`src/design/port_pin_override_pkg.sv`:
```
// constants for the port B pin override block
package port_pin_override_pkg;

    localparam int PIN_COUNT = 8;

    // register indexes on the plain register port
    localparam logic [2:0] REG_INPUT   = 3'h0;
    localparam logic [2:0] REG_DIR     = 3'h1;
    localparam logic [2:0] REG_LATCH   = 3'h2;
    localparam logic [2:0] REG_CONTROL = 3'h3;
    localparam logic [2:0] REG_STATUS  = 3'h4;

    // control register fields
    localparam int CTRL_PULLUP_OFF = 0;
    localparam int CTRL_T2_ASYNC   = 1;
    localparam int CTRL_BYPASS     = 2;

    // status register fields
    localparam int STAT_PIN7_CLOCK = 0;
    localparam int STAT_PIN6_CLOCK = 1;

    // oscillator-capable pins
    localparam int OSC_OUT_PIN = 7;
    localparam int OSC_IN_PIN  = 6;

    // {direction, latch, global pull-up off} that turns a pull-up on
    localparam logic [2:0] PULLUP_PATTERN = 3'h2;

    localparam logic [7:0] RESET_BYTE = 8'h00;
    localparam logic [7:0] READ_ZERO  = 8'h00;

endpackage : port_pin_override_pkg

```
`src/design/port_pin_override_mux.sv`:
```
// port B pin override mux with register file and clock-pin detach
//
// Operation
// - pull-up override enable selects pull-up value
// - otherwise pull-up on for pattern 0b010
// - direction override enable selects driver enable value
// - otherwise driver enable follows direction bit
// - value override drives pin when enabled
// - otherwise driven level follows output latch
// - toggle override inverts stored output latch
// - input-enable override selects input path enable
// - otherwise input disabled in deep sleep
// - peripheral tap after clamp, before synchroniser
// - analog line connects straight to pad
// - pin 7 oscillator output for crystal clocks
// - pin 6 clock input unless internal RC
// - timer oscillator only with internal RC, async
// - async timer without bypass detaches pin 7
// - async timer detaches pin 6 as input
// - pin 7 clock use reads zero
// - pin 6 clock use reads zero
// - pins 7, 6 feed pin-change sources
// - global pull-up off disables pull-ups without override
// - deep sleep clamps inputs unless overridden
//
// Chosen here: strobed register access and the register addresses.
`timescale 1ns/1ps

module port_pin_override_mux
    import port_pin_override_pkg::*;
#(
    parameter int WIDTH = PIN_COUNT
)(
    input  wire logic             clk_sys,
    input  wire logic             reset_n,
    input  wire logic [2:0]       regAddr,
    input  wire logic [7:0]       regWrData,
    input  wire logic             regWrite,
    input  wire logic             regRead,
    output logic      [7:0]       regRdData,
    input  wire logic [WIDTH-1:0] pullupOvrEn,
    input  wire logic [WIDTH-1:0] pullupOvrVal,
    input  wire logic [WIDTH-1:0] dirOvrEn,
    input  wire logic [WIDTH-1:0] dirOvrVal,
    input  wire logic [WIDTH-1:0] valueOvrEn,
    input  wire logic [WIDTH-1:0] valueOvrVal,
    input  wire logic [WIDTH-1:0] toggleOvrEn,
    input  wire logic [WIDTH-1:0] inenOvrEn,
    input  wire logic [WIDTH-1:0] inenOvrVal,
    input  wire logic             deepSleep,
    input  wire logic             clkSelIntRc,
    input  wire logic             clkSelCrystal,
    input  wire logic             oscAmpOut,
    input  wire logic [WIDTH-1:0] padIn,
    output logic      [WIDTH-1:0] padOut,
    output logic      [WIDTH-1:0] padOe,
    output logic      [WIDTH-1:0] padPullup,
    output logic      [WIDTH-1:0] altFnInputTap,
    output logic      [WIDTH-1:0] analogPadLine,
    output logic                  pinChangeSrc7,
    output logic                  pinChangeSrc6
);

    typedef struct packed {
        logic [WIDTH-1:0] pinDirectionBit;
        logic [WIDTH-1:0] pinOutputLatch;
        logic [WIDTH-1:0] syncFirst;
        logic [WIDTH-1:0] pinInputSync;
        logic             globalPullupOff;
        logic             timer2AsyncSel;
        logic             extClockBypass;
        logic [7:0]       rdData;
    } state_t;

    localparam state_t STATE_RESET = '0;

    state_t state;
    state_t next_state;

    logic             pin7Clock;
    logic             pin6Clock;
    logic [WIDTH-1:0] clockMask;
    logic [WIDTH-1:0] inputEnable;
    logic [WIDTH-1:0] clampedIn;
    logic [WIDTH-1:0] portPullup;
    logic [WIDTH-1:0] portOe;
    logic [WIDTH-1:0] portOut;

    // read view of a port byte with clock pins forced low
    function automatic logic [7:0] masked_byte(
        input logic [WIDTH-1:0] value,
        input logic [WIDTH-1:0] mask
    );
        logic [7:0] result;
        result = READ_ZERO;
        result[WIDTH-1:0] = value & ~mask;
        return result;
    endfunction : masked_byte

    // clock pin selection from fuse levels and the async timer bits
    always_comb
    begin
        pin7Clock = clkSelCrystal
                  | (clkSelIntRc & state.timer2AsyncSel
                     & ~state.extClockBypass);
        pin6Clock = ~clkSelIntRc
                  | (clkSelIntRc & state.timer2AsyncSel);
        clockMask = '0;
        clockMask[OSC_OUT_PIN] = pin7Clock;
        clockMask[OSC_IN_PIN]  = pin6Clock;
    end

    // per-pin two-way choices, no flops in the path
    always_comb
    begin
        for (int i = 0; i < WIDTH; i++)
        begin
            inputEnable[i] = inenOvrEn[i] ? inenOvrVal[i]
                                          : ~deepSleep;
            portPullup[i] = pullupOvrEn[i] ? pullupOvrVal[i]
                : ({state.pinDirectionBit[i], state.pinOutputLatch[i],
                    state.globalPullupOff} == PULLUP_PATTERN);
            portOe[i] = dirOvrEn[i] ? dirOvrVal[i]
                                    : state.pinDirectionBit[i];
            portOut[i] = valueOvrEn[i] ? valueOvrVal[i]
                                       : state.pinOutputLatch[i];
        end
        // clamp ahead of the schmitt stage
        clampedIn = padIn & inputEnable;
    end

    // pad drive; combinational by design so overrides cost no cycle
    always_comb
    begin
        padPullup = portPullup & ~clockMask;
        padOe     = portOe & ~clockMask;
        padOut    = portOut & ~clockMask;
        // pin 7 carries the amplifier output while it is a clock pin
        if (pin7Clock)
        begin
            padOe[OSC_OUT_PIN]  = 1'b1;
            padOut[OSC_OUT_PIN] = oscAmpOut;
        end
    end

    // peripheral tap is unsynchronised: receivers synchronise it
    assign altFnInputTap = clampedIn;
    assign analogPadLine = padIn;
    assign pinChangeSrc7 = clampedIn[OSC_OUT_PIN];
    assign pinChangeSrc6 = clampedIn[OSC_IN_PIN];
    assign regRdData     = state.rdData;

    always_comb
    begin
        next_state = state;
        next_state.syncFirst    = clampedIn;
        next_state.pinInputSync = state.syncFirst;
        // a peripheral toggle flips the latch on every cycle it is high
        next_state.pinOutputLatch = state.pinOutputLatch
                                  ^ toggleOvrEn;
        next_state.rdData = READ_ZERO;
        if (regWrite)
        begin
            unique case (regAddr)
                REG_INPUT:
                    // writing ones to the input register toggles the latch
                    next_state.pinOutputLatch = state.pinOutputLatch
                        ^ toggleOvrEn ^ regWrData[WIDTH-1:0];
                REG_DIR:
                    next_state.pinDirectionBit = regWrData[WIDTH-1:0];
                REG_LATCH:
                    next_state.pinOutputLatch = regWrData[WIDTH-1:0]
                                              ^ toggleOvrEn;
                REG_CONTROL:
                begin
                    next_state.globalPullupOff =
                        regWrData[CTRL_PULLUP_OFF];
                    next_state.timer2AsyncSel = regWrData[CTRL_T2_ASYNC];
                    next_state.extClockBypass = regWrData[CTRL_BYPASS];
                end
                default:
                    next_state.rdData = READ_ZERO;
            endcase
        end
        if (regRead)
        begin
            unique case (regAddr)
                REG_INPUT:
                    next_state.rdData = masked_byte(state.pinInputSync,
                                                    clockMask);
                REG_DIR:
                    next_state.rdData = masked_byte(state.pinDirectionBit,
                                                    clockMask);
                REG_LATCH:
                    next_state.rdData = masked_byte(state.pinOutputLatch,
                                                    clockMask);
                REG_CONTROL:
                begin
                    next_state.rdData[CTRL_PULLUP_OFF] =
                        state.globalPullupOff;
                    next_state.rdData[CTRL_T2_ASYNC] = state.timer2AsyncSel;
                    next_state.rdData[CTRL_BYPASS]   = state.extClockBypass;
                end
                REG_STATUS:
                begin
                    next_state.rdData[STAT_PIN7_CLOCK] = pin7Clock;
                    next_state.rdData[STAT_PIN6_CLOCK] = pin6Clock;
                end
                default:
                    next_state.rdData = READ_ZERO;
            endcase
        end
    end

    always_ff @(posedge clk_sys or negedge reset_n)
    begin
        if (!reset_n)
            state <= STATE_RESET;
        else
            state <= next_state;
    end
endmodule : port_pin_override_mux

```
`config.mk`:
```
export PLATFORM = sky130hd
export DESIGN_NAME = port_pin_override_mux
export DESIGN_NICKNAME = d
export VERILOG_FILES = /design/src/design/port_pin_override_pkg.sv /design/src/design/port_pin_override_mux.sv
export SDC_FILE = /design/constraint.sdc
export NUM_CORES = 1
export LEC_CHECK = 0
export BUFFER_PORTS_ARGS = -buffer_cell sky130_fd_sc_hd__buf_2
export CAP_MARGIN = 0
export CORE_ASPECT_RATIO = 1.75
export CORE_MARGIN = 1
export CORE_UTILIZATION = 40
export DETAILED_ROUTE_END_ITERATION = 16
export GPL_TIMING_DRIVEN = 0
export PLACE_DENSITY_LB_ADDON = 0.08
export REMOVE_ABC_BUFFERS = 1
export SYNTH_ARGS = -nofsm -noshare
export SYNTH_HDL_FRONTEND = slang
export SYNTH_SLANG_ARGS = --single-unit
```
`constraint.sdc`:
```
create_clock -name clk_sys -period 2.2 [get_ports clk_sys]
set_clock_uncertainty 0.15 [all_clocks]
set_input_delay 0.22 -clock clk_sys [delete_from_list [all_inputs] [get_ports clk_sys]]
set_output_delay 0.22 -clock clk_sys [all_outputs]
set_load 0.005 [all_outputs]
```
Word level (Yosys, flattened, before mapping) --
Index checks and enable logic that the tools add are counted.
Cells by class: multiplexer cells 40, eq/ne operators 12, bitwise gates (word level) 18, reductions and logical operators 4
Operator list (number):
- $and 8x8->8 | 7
- $mux 1 | 34
- $eq 3x2->1 const B | 10
- $xor 8x8->8 | 3
- $pmux 5 s4 | 1
- $mux 8 | 2
- $pmux 8 s2 | 1
- $pmux 2 s5 | 1
- $not 8->8 | 1
- $pmux 1 s5 | 1
- $reduce_and 2->1 | 2
- $eq 3x1->1 const B | 1
- $eq 3x3->1 const B | 1
- $logic_not 3->1 | 1
- $not 1->1 | 3
- $and 1x1->1 | 2
- $or 1x1->1 | 2
- $reduce_or 2->1 | 1
Word-level totals: logic and storage cells 82, output and inout port bits 50, register bits after elaboration 43

Depth between registers and ports, before layout --
Gate-level depths: netlist (run 1).
depth in word-level cells 7, mapped depth 6, gate-level depth less buffers 4

Worst setup path after synthesis (run 1) --
Ideal clock, no wire load.
path type register to register, start point register state[10] (netlist bit), end point register state, in the netlist regRdData[0], clock period less this slack 1.521 ns, data required time 1.931 ns, cell stages (with the launch flop) 6, setup slack 0.679 ns, data arrival time 1.252 ns, path buffers 1, setup time 0.119 ns, path through dfrtp_1 -> clkbuf_1 -> mux4_2 -> inv_1 -> o22ai_1 -> and2_1
RTL lines:
- from (decl) | RTL line port_pin_override_mux.sv:77 | state_t state;
- from (signal assigned) | RTL line port_pin_override_mux.sv:220 | state <= next_state;

Final worst setup path (run 1) --
start point register state[9] (netlist bit), end point output port padOut[7]
On the way: cells in the longest elaborated chain, start to end 6
Ends and longest elaborated chain:
- $and 1x1->1 * | RTL line port_pin_override_mux.sv:104 | | (clkSelIntRc & state.timer2AsyncSel
- $and 1x1->1 * | RTL line port_pin_override_mux.sv:105 | & ~state.extClockBypass);
- $or 1x1->1 * | RTL line port_pin_override_mux.sv:104
- $not 8->8 | RTL line port_pin_override_mux.sv:137 | padOut = portOut & ~clockMask;
- $and 8x8->8 | RTL line port_pin_override_mux.sv:137
- $mux 1 * | RTL line port_pin_override_mux.sv:139 | if (pin7Clock)
- to (decl) | RTL line port_pin_override_mux.sv:55 | output logic [WIDTH-1:0] padOut,
Mark *: on every way between the ends. The rest lies on a longest branch, timed or not.

==> results of run 1 <==
-- critical path: stages, from the launching register on --
cell and delay [ps]:
dfrtp_1 410, a31oi_1 490, nor2_1 80, a21oi_1 130
buf_2 120
-- cells by family (layout without fill, tap and decap cells) --
| kind of cell | Yosys count | count (layout) |
|---|---|---|
| XOR/XNOR | 8 | 8 |
| flip-flops | 43 | 43 |
| AO/OA/AOI/OAI | 44 | 44 |
| multiplexers | 41 | 41 |
| AND/OR/NAND/NOR | 74 | 74 |
| buffers and inverters | 32 | 167 |
-- layout by cell type, fill, tap and decap left out, types with 4 or more instances in the layout --
cell type / instances
a21oi_1: 19
a21oi_2: 4
and2_1: 9
buf_2: 148
clkbuf_8: 5
dfrtp_1: 43
dlygate4sd3_1: 9
mux2_2: 23
mux2i_1: 15
nand2_1: 31
nor2_1: 18
o21ai_0: 14
xor2_1: 8
-- final cells by class --
cell class / instances / area [sq um]
Clock inverter: 1 / 5.005
Multi-Input combinational cell: 167 / 1182
Clock buffer: 7 / 76.32
Timing Repair Buffer: 157 / 830.8
Sequential cell: 43 / 1076
Fill cell: 578 / 2650
Tap cell: 78 / 97.59
Inverter: 2 / 7.507
-- layer usage --
metal,share of wire,GRT usage,up-vias,wire length (um)
li1,-,-,1084,-
met1,0.39,0.2009,976,2140
met2,0.53,0.3249,104,2896
met3,0.066,0.03406,5,364
met4,0.015,0.06825,0,83
met5,0,0,-,0
-- registers in the layout, summed over array words and instances, names as in the netlist --
| signal | count |
|---|---|
| state | 27 |
| next_state | 8 |
| regRdData | 8 |
-- through the flow --
stage               std cells  utilization  worst slack [ps]
floorplan                 212            -             359.4
global placement          438       0.5230            -534.4
detailed placement        438       0.5239             31.10
CTS                       455       0.5528             263.5
global route              455       0.5528             78.49
finish                    455       0.5528             306.3
-- synthesized netlist by cell type, drive strengths merged --
master	number	area share
mux2i	15	0.061
inv	2	0.0030
buf	28	0.086
nor4b	2	0.0071
clkbuf	2	0.0030
dfrtp	43	0.43
mux2	23	0.10
and3b	1	0.0035
nor2b	2	0.0050
a21oi	23	0.052
nand2	31	0.047
and2	9	0.023
a21boi	1	0.0030
nor3	1	0.0020
nand2b	4	0.011
o221ai	1	0.0035
nor2	18	0.027
a31oi	1	0.0025
nor3b	3	0.018
xor2	8	0.028
nand3b	1	0.0030
o22ai	2	0.0050
nand3	1	0.0020
o22a	2	0.0071
nand4b	1	0.0035
mux4	3	0.027
o21ai	14	0.028
-- where the power goes --
group	leakage, nW	switching, mW	internal, mW	total (mW)
Combinational	1.10	0.307	0.415	0.722
Clock	0.0422	0.263	0.223	0.486
Sequential	0.543	0.166	0.936	1.10
Total	1.68	0.736	1.57	2.31
-- final timing paths --
kind                             endpoint  depth (start not counted)
hold / removal             next_state[12]                          2
setup / recovery                padOut[7]                          4
min in group asynchronous       state[34]                          2
setup reg to reg             regRdData[0]                          4
hold reg to reg                 state[16]                          0
max in group asynchronous  next_state[16]                          2
==> out/qor.yml, run 1 <==
placed_design:
  dpl_cell_area_sq_um: 3104
  portBuffers: 148
  place.gp.congestion: 0.7405
  hpwl_um: 4207
synthesis:
  synthAdderAreaFrac: 0
  synth-simple-area-share: 0.1523
  synth_cell_types: 32
  synth-seq-cells: 43
  ys_warn_count: 0
  avgSynthCellArea_sq_um: 10.25
  synth-xor-area-share: 0.02824
  synthesis.area_sq_um: 2481
  synth_top_family_by_area: "multiplexers"
  seq_area_frac_synth: 0.4337
  netlist_instances: 242
  synth_compound_area_frac: 0.1019
  muxShareOfSynthArea: 0.1921
sta:
  hold_viol_final: 0
  fin_crit_sh: 0.8608
  setup_violations: 0
  max_slew.worst_pin.slew_ps: 938.5
  drv_slew: 0
  rsz0062_at_grt: "false"
  fin_crit_ps: 1894
  fin_setup_tns_ps: 0
  timing.fmax_ghz: 0.5281
  whs_ps: 15.49
  slew_headroom: 0.3744
power:
  powerDensity_nw_per_um2: 705.2
  p_leak_nw: 1.683
  worst_ir_drop_vdd_mv: 0.3790
  p_total_mw: 2.310
setup_path:
  crit_arrival_ps: 1520
  reg2reg_setup_slack_ps: 540
  reg2reg_from: "state[10]"
  cp-end-kind: "primary output"
  crit_path_max_fanout: 6
  startpoint: "state[9]"
  crit_required_ps: 1830
  worstSetupPathType: "reg -> out"
  cp-start-kind: "flop"
clock_network:
  htree_levels: 2
  ctsHoldBuffers: 9
  clk_pin_slew_ps: 80
  cts_setup_buffers: 0
  numCtsBuffers: 5
  cts_sinks: 43
  cts-resized-gates: 0
  clkLatencyLatePin_ps: 290
  cts_root_buf: "clkbuf_8"
  clockBufferDepth: 2
  cts_tree: "built"
routing:
  drtIter0Drc: 25
  vias_per_cell: 4.767
  drtPass1Iterations: 4
  ant_nets: 0
  wl_per_cell_um: 12.05
  drc: 0
  num_vias: 2169
  wl_um: 5485
grt:
  grt_max_degree: 44
  grt_pass1_vias: 1972
  grt_pass1_wl_um: 8769
  antenna_found_initial: 0
  gr-total-overflow: 0
  track_usage: 0.1814
status:
  outcome: "finished, final reports clean"
min_path:
  hold_class: "in -> reg"
  min_from: "padIn[1]"
final_layout:
  finalNetCount: 475
  layout-drive-gt1-share: 0.4987
  synthToLayoutAreaGrowth_pct: 32.02
  fin_area_sq_um: 3276
  antenna_cells: 0
run:
  maxCapViolCount: 0
die:
  core_sq_um: 5926
  io_pins: 149
  die_h_um: 106.2
  rows: 37
  die_area_sq_um: 6534
  dieWidth_um: 61.54
  start_util: 0.4187
(Power assumes the default switching activity.)
==> run 2, diff against run 1 <==
Settings changed: ABC_AREA from default to 0, CORE_UTILIZATION 40 to 39, SETUP_SLACK_MARGIN from default to 0.5.
Clock period 2.2 ns to 1.7 ns, I/O delays scaled along.
==> out/qor.yml, run 2 (synthesis results as in run 1) <==
placed_design:
  place.gp.congestion: 0.7755  # was 0.7405
  portBuffers: 148  # unchanged
  dp_cells: 440  # was 438
  hpwl_um: 4280  # was 4207 um
die:
  dieWidth_um: 62.30  # was 61.54 um
  core_sq_um: 6181  # was 5926 sq um
  rows: 38  # was 37
  die_area_sq_um: 6698  # was 6534 sq um
  start_util: 0.4014  # was 0.4187
  die_h_um: 107.5  # was 106.2 um
  io_pins: 149  # unchanged
power:
  p_leak_nw: 2.004  # was 1.683 nW
  worst_ir_drop_vdd_mv: 0.4928  # was 0.3790 mV
  powerDensity_nw_per_um2: 927.9  # was 705.2 nW/um^2
  p_total_mw: 3.638  # was 2.310 mW
clock_network:
  numCtsBuffers: 5  # unchanged
  htree_levels: 2  # unchanged
  clkLatencyLatePin_ps: 290  # about the same
  cts_sinks: 43  # unchanged
  cts_tree: "built"  # unchanged
  clockBufferDepth: 2  # unchanged
  cts_root_buf: "clkbuf_8"  # unchanged
  ctsHoldBuffers: 18  # was 9
  clk_pin_slew_ps: 80  # about the same
min_path:
  hold_class: "in -> async"  # was in -> reg
grt:
  grt_pass1_wl_um: 9832  # was 8769 um
  grt_max_degree: 44  # unchanged
  antenna_found_initial: 0  # unchanged
  track_usage: 0.1878  # was 0.1814
  grt_pass1_vias: 2185  # was 1,972
  gr-total-overflow: 0  # unchanged
sta:
  fin_setup_tns_ps: 0  # unchanged
  timing.fmax_ghz: 0.5989
  max_slew.worst_pin.slew_ps: 976.7  # was 938.5 ps
  hold_viol_final: 43  # was 0
  fin_crit_ps: 1670
  slew_headroom: 0.3489  # was 0.3744
  drv_slew: 0  # unchanged
  whs_ps: -121.2  # was 15.49 ps
  rsz0062_at_grt: "true"  # was false
  fin_crit_sh: 0.9821
  setup_violations: 0  # unchanged
setup_path:
  crit_required_ps: 1730  # was 1830 ps
  reg2reg_from: "state[10]"  # unchanged
  startpoint: "state[10]"  # was state[9]
  crit_path_max_incr_delay_ps: 490  # about the same
  crit_arrival_ps: 1700  # was 1520 ps
  cp-end-kind: "flop"  # was primary output
  worstSetupPathType: "reg -> reg"  # was reg -> out
  critPathSlowestCell: "dfrtp_2"  # was a31oi_1
  cp-start-kind: "flop"  # unchanged
  critPathBufInv: 2  # was 1
  cp_top_family: "flip-flops"  # was compound AO/OA/AOI/OAI gates
  crit_path_max_fanout: 5  # was 6
  crit_path_cell_trace: "buf_6, mux4_2, inv_2, o22ai_2, and2_1"  # was a31oi_1, nor2_1, a21oi_1, buf_2
run:
  maxCapViolCount: 0  # unchanged
final_layout:
  final_cell_mix: "135 x buf_2, 37 x dfrtp_1, 27 x buf_6, 26 x nand2_1, 18 x dlygate4sd3_1"  # was 148 x buf_2, 43 x dfrtp_1, 31 x nand2_1, 23 x mux2_2, 19 x a21oi_1
  register_area_sq_um: 1084  # was 1076 sq um
  largest_register: "state"  # unchanged
  fillers: 569  # was 578
  fin_cells: 493  # was 455
  layout-drive-gt1-share: 0.5956  # was 0.4987
  multi_input_area_sq_um: 1370  # was 1182 sq um
  finalNetCount: 511  # was 475
  antenna_cells: 0  # unchanged
  final_common_cell: "buf_2"  # unchanged
  largest_reg_flops: 27  # unchanged
  synthToLayoutAreaGrowth_pct: 57.99  # was 32.02%
status:
  outcome: "complete, but fails checks"  # was finished, final reports clean
  violations: "hold timing"
routing:
  num_vias: 2386  # was 2,169
  vias_per_cell: 4.840  # was 4.767
  drc: 0  # unchanged
  wl_um: 6391  # was 5485 um
  wl_per_cell_um: 12.96  # was 12.05 um
  ant_nets: 0  # unchanged
  drtIter0Drc: 50  # was 25
  drtPass1Iterations: 4  # unchanged
## run 2: cell types whose count changed in the layout (fill, tap and decap cells not counted), moves of 4 or more
cell / change
mux2_2: -15
dlygate4sd3_1: +9
buf_4: +11
nand2_2: +4
buf_2: -13
buf_6: +27
dfrtp_2: +6
nand2_1: -5
mux2_4: +15
o21ai_0: -6
nor2_1: -9
nor2_2: +6
dfrtp_1: -6
o21ai_1: +6
## run 2: area by class of cell
type                    instances  area share
clock buffers                   7     0.01947
clock inverters                 1    0.001277
inverters                       2    0.001915
multi-input cells             167      0.3495
flip-flops and latches         43      0.2764
well taps                      80     0.02553
repair buffers                193      0.3259
## run 2: layer usage
layer	share of wire	track usage
met1	0.37	0.2081
met2	0.54	0.3391
met3	0.059	0.03919
met4	0.025	0.08804
met5	0	0
## run 2: report_power, final
part | internal, mW | switching (mW) | total [mW]
Sequential | 1.22 | 0.214 | 1.44
Clock | 0.288 | 0.327 | 0.615
Combinational | 0.986 | 0.601 | 1.59
## run 2: worst reg2reg max path, delay by kind of cell, from the launching register on
| family | cells | cell delay (ps) |
|---|---|---|
| flip-flops | 1 | 490 |
| multiplexers | 1 | 480 |
| buffers and inverters | 2 | 250 |
| AND/OR/NAND/NOR | 1 | 140 |
| AO/OA/AOI/OAI | 1 | 60 |
## run 2: per-stage QoR
stage          setup WS, ps  area (sq um)  utilization  hold WS [ps]
2_1_floorplan        -90.64          2261            -        -275.6
3_3_place_gp          -1015          3102       0.5018         185.2
3_5_place_dp         -467.1          3107       0.5026         187.2
4_1_cts               77.74          3623       0.5862        -96.73
5_1_grt              -33.51          3920       0.6342        -52.34
6_report              30.36          3920       0.6342        -121.2
## run 2: final timing paths
check	end	slack, ps	depth (start not counted)
worst max-delay path	regRdData[0]	30	5
worst min-delay path	state[34]	-120	1
worst max register to register	regRdData[0]	30	5
worst min register to register	state[11]	200	0
max in group asynchronous	state[33]	840	1
min in group clk_sys	regRdData[0]	0	2
## run 2: what timing repair did
item                                    4_1_cts  5_1_grt
endpoints found under the setup margin       44       47
endpoints found under the hold margin        63       43
gates resized for setup                      30       65
buffers inserted                             20        7
pin swaps                                     9       20
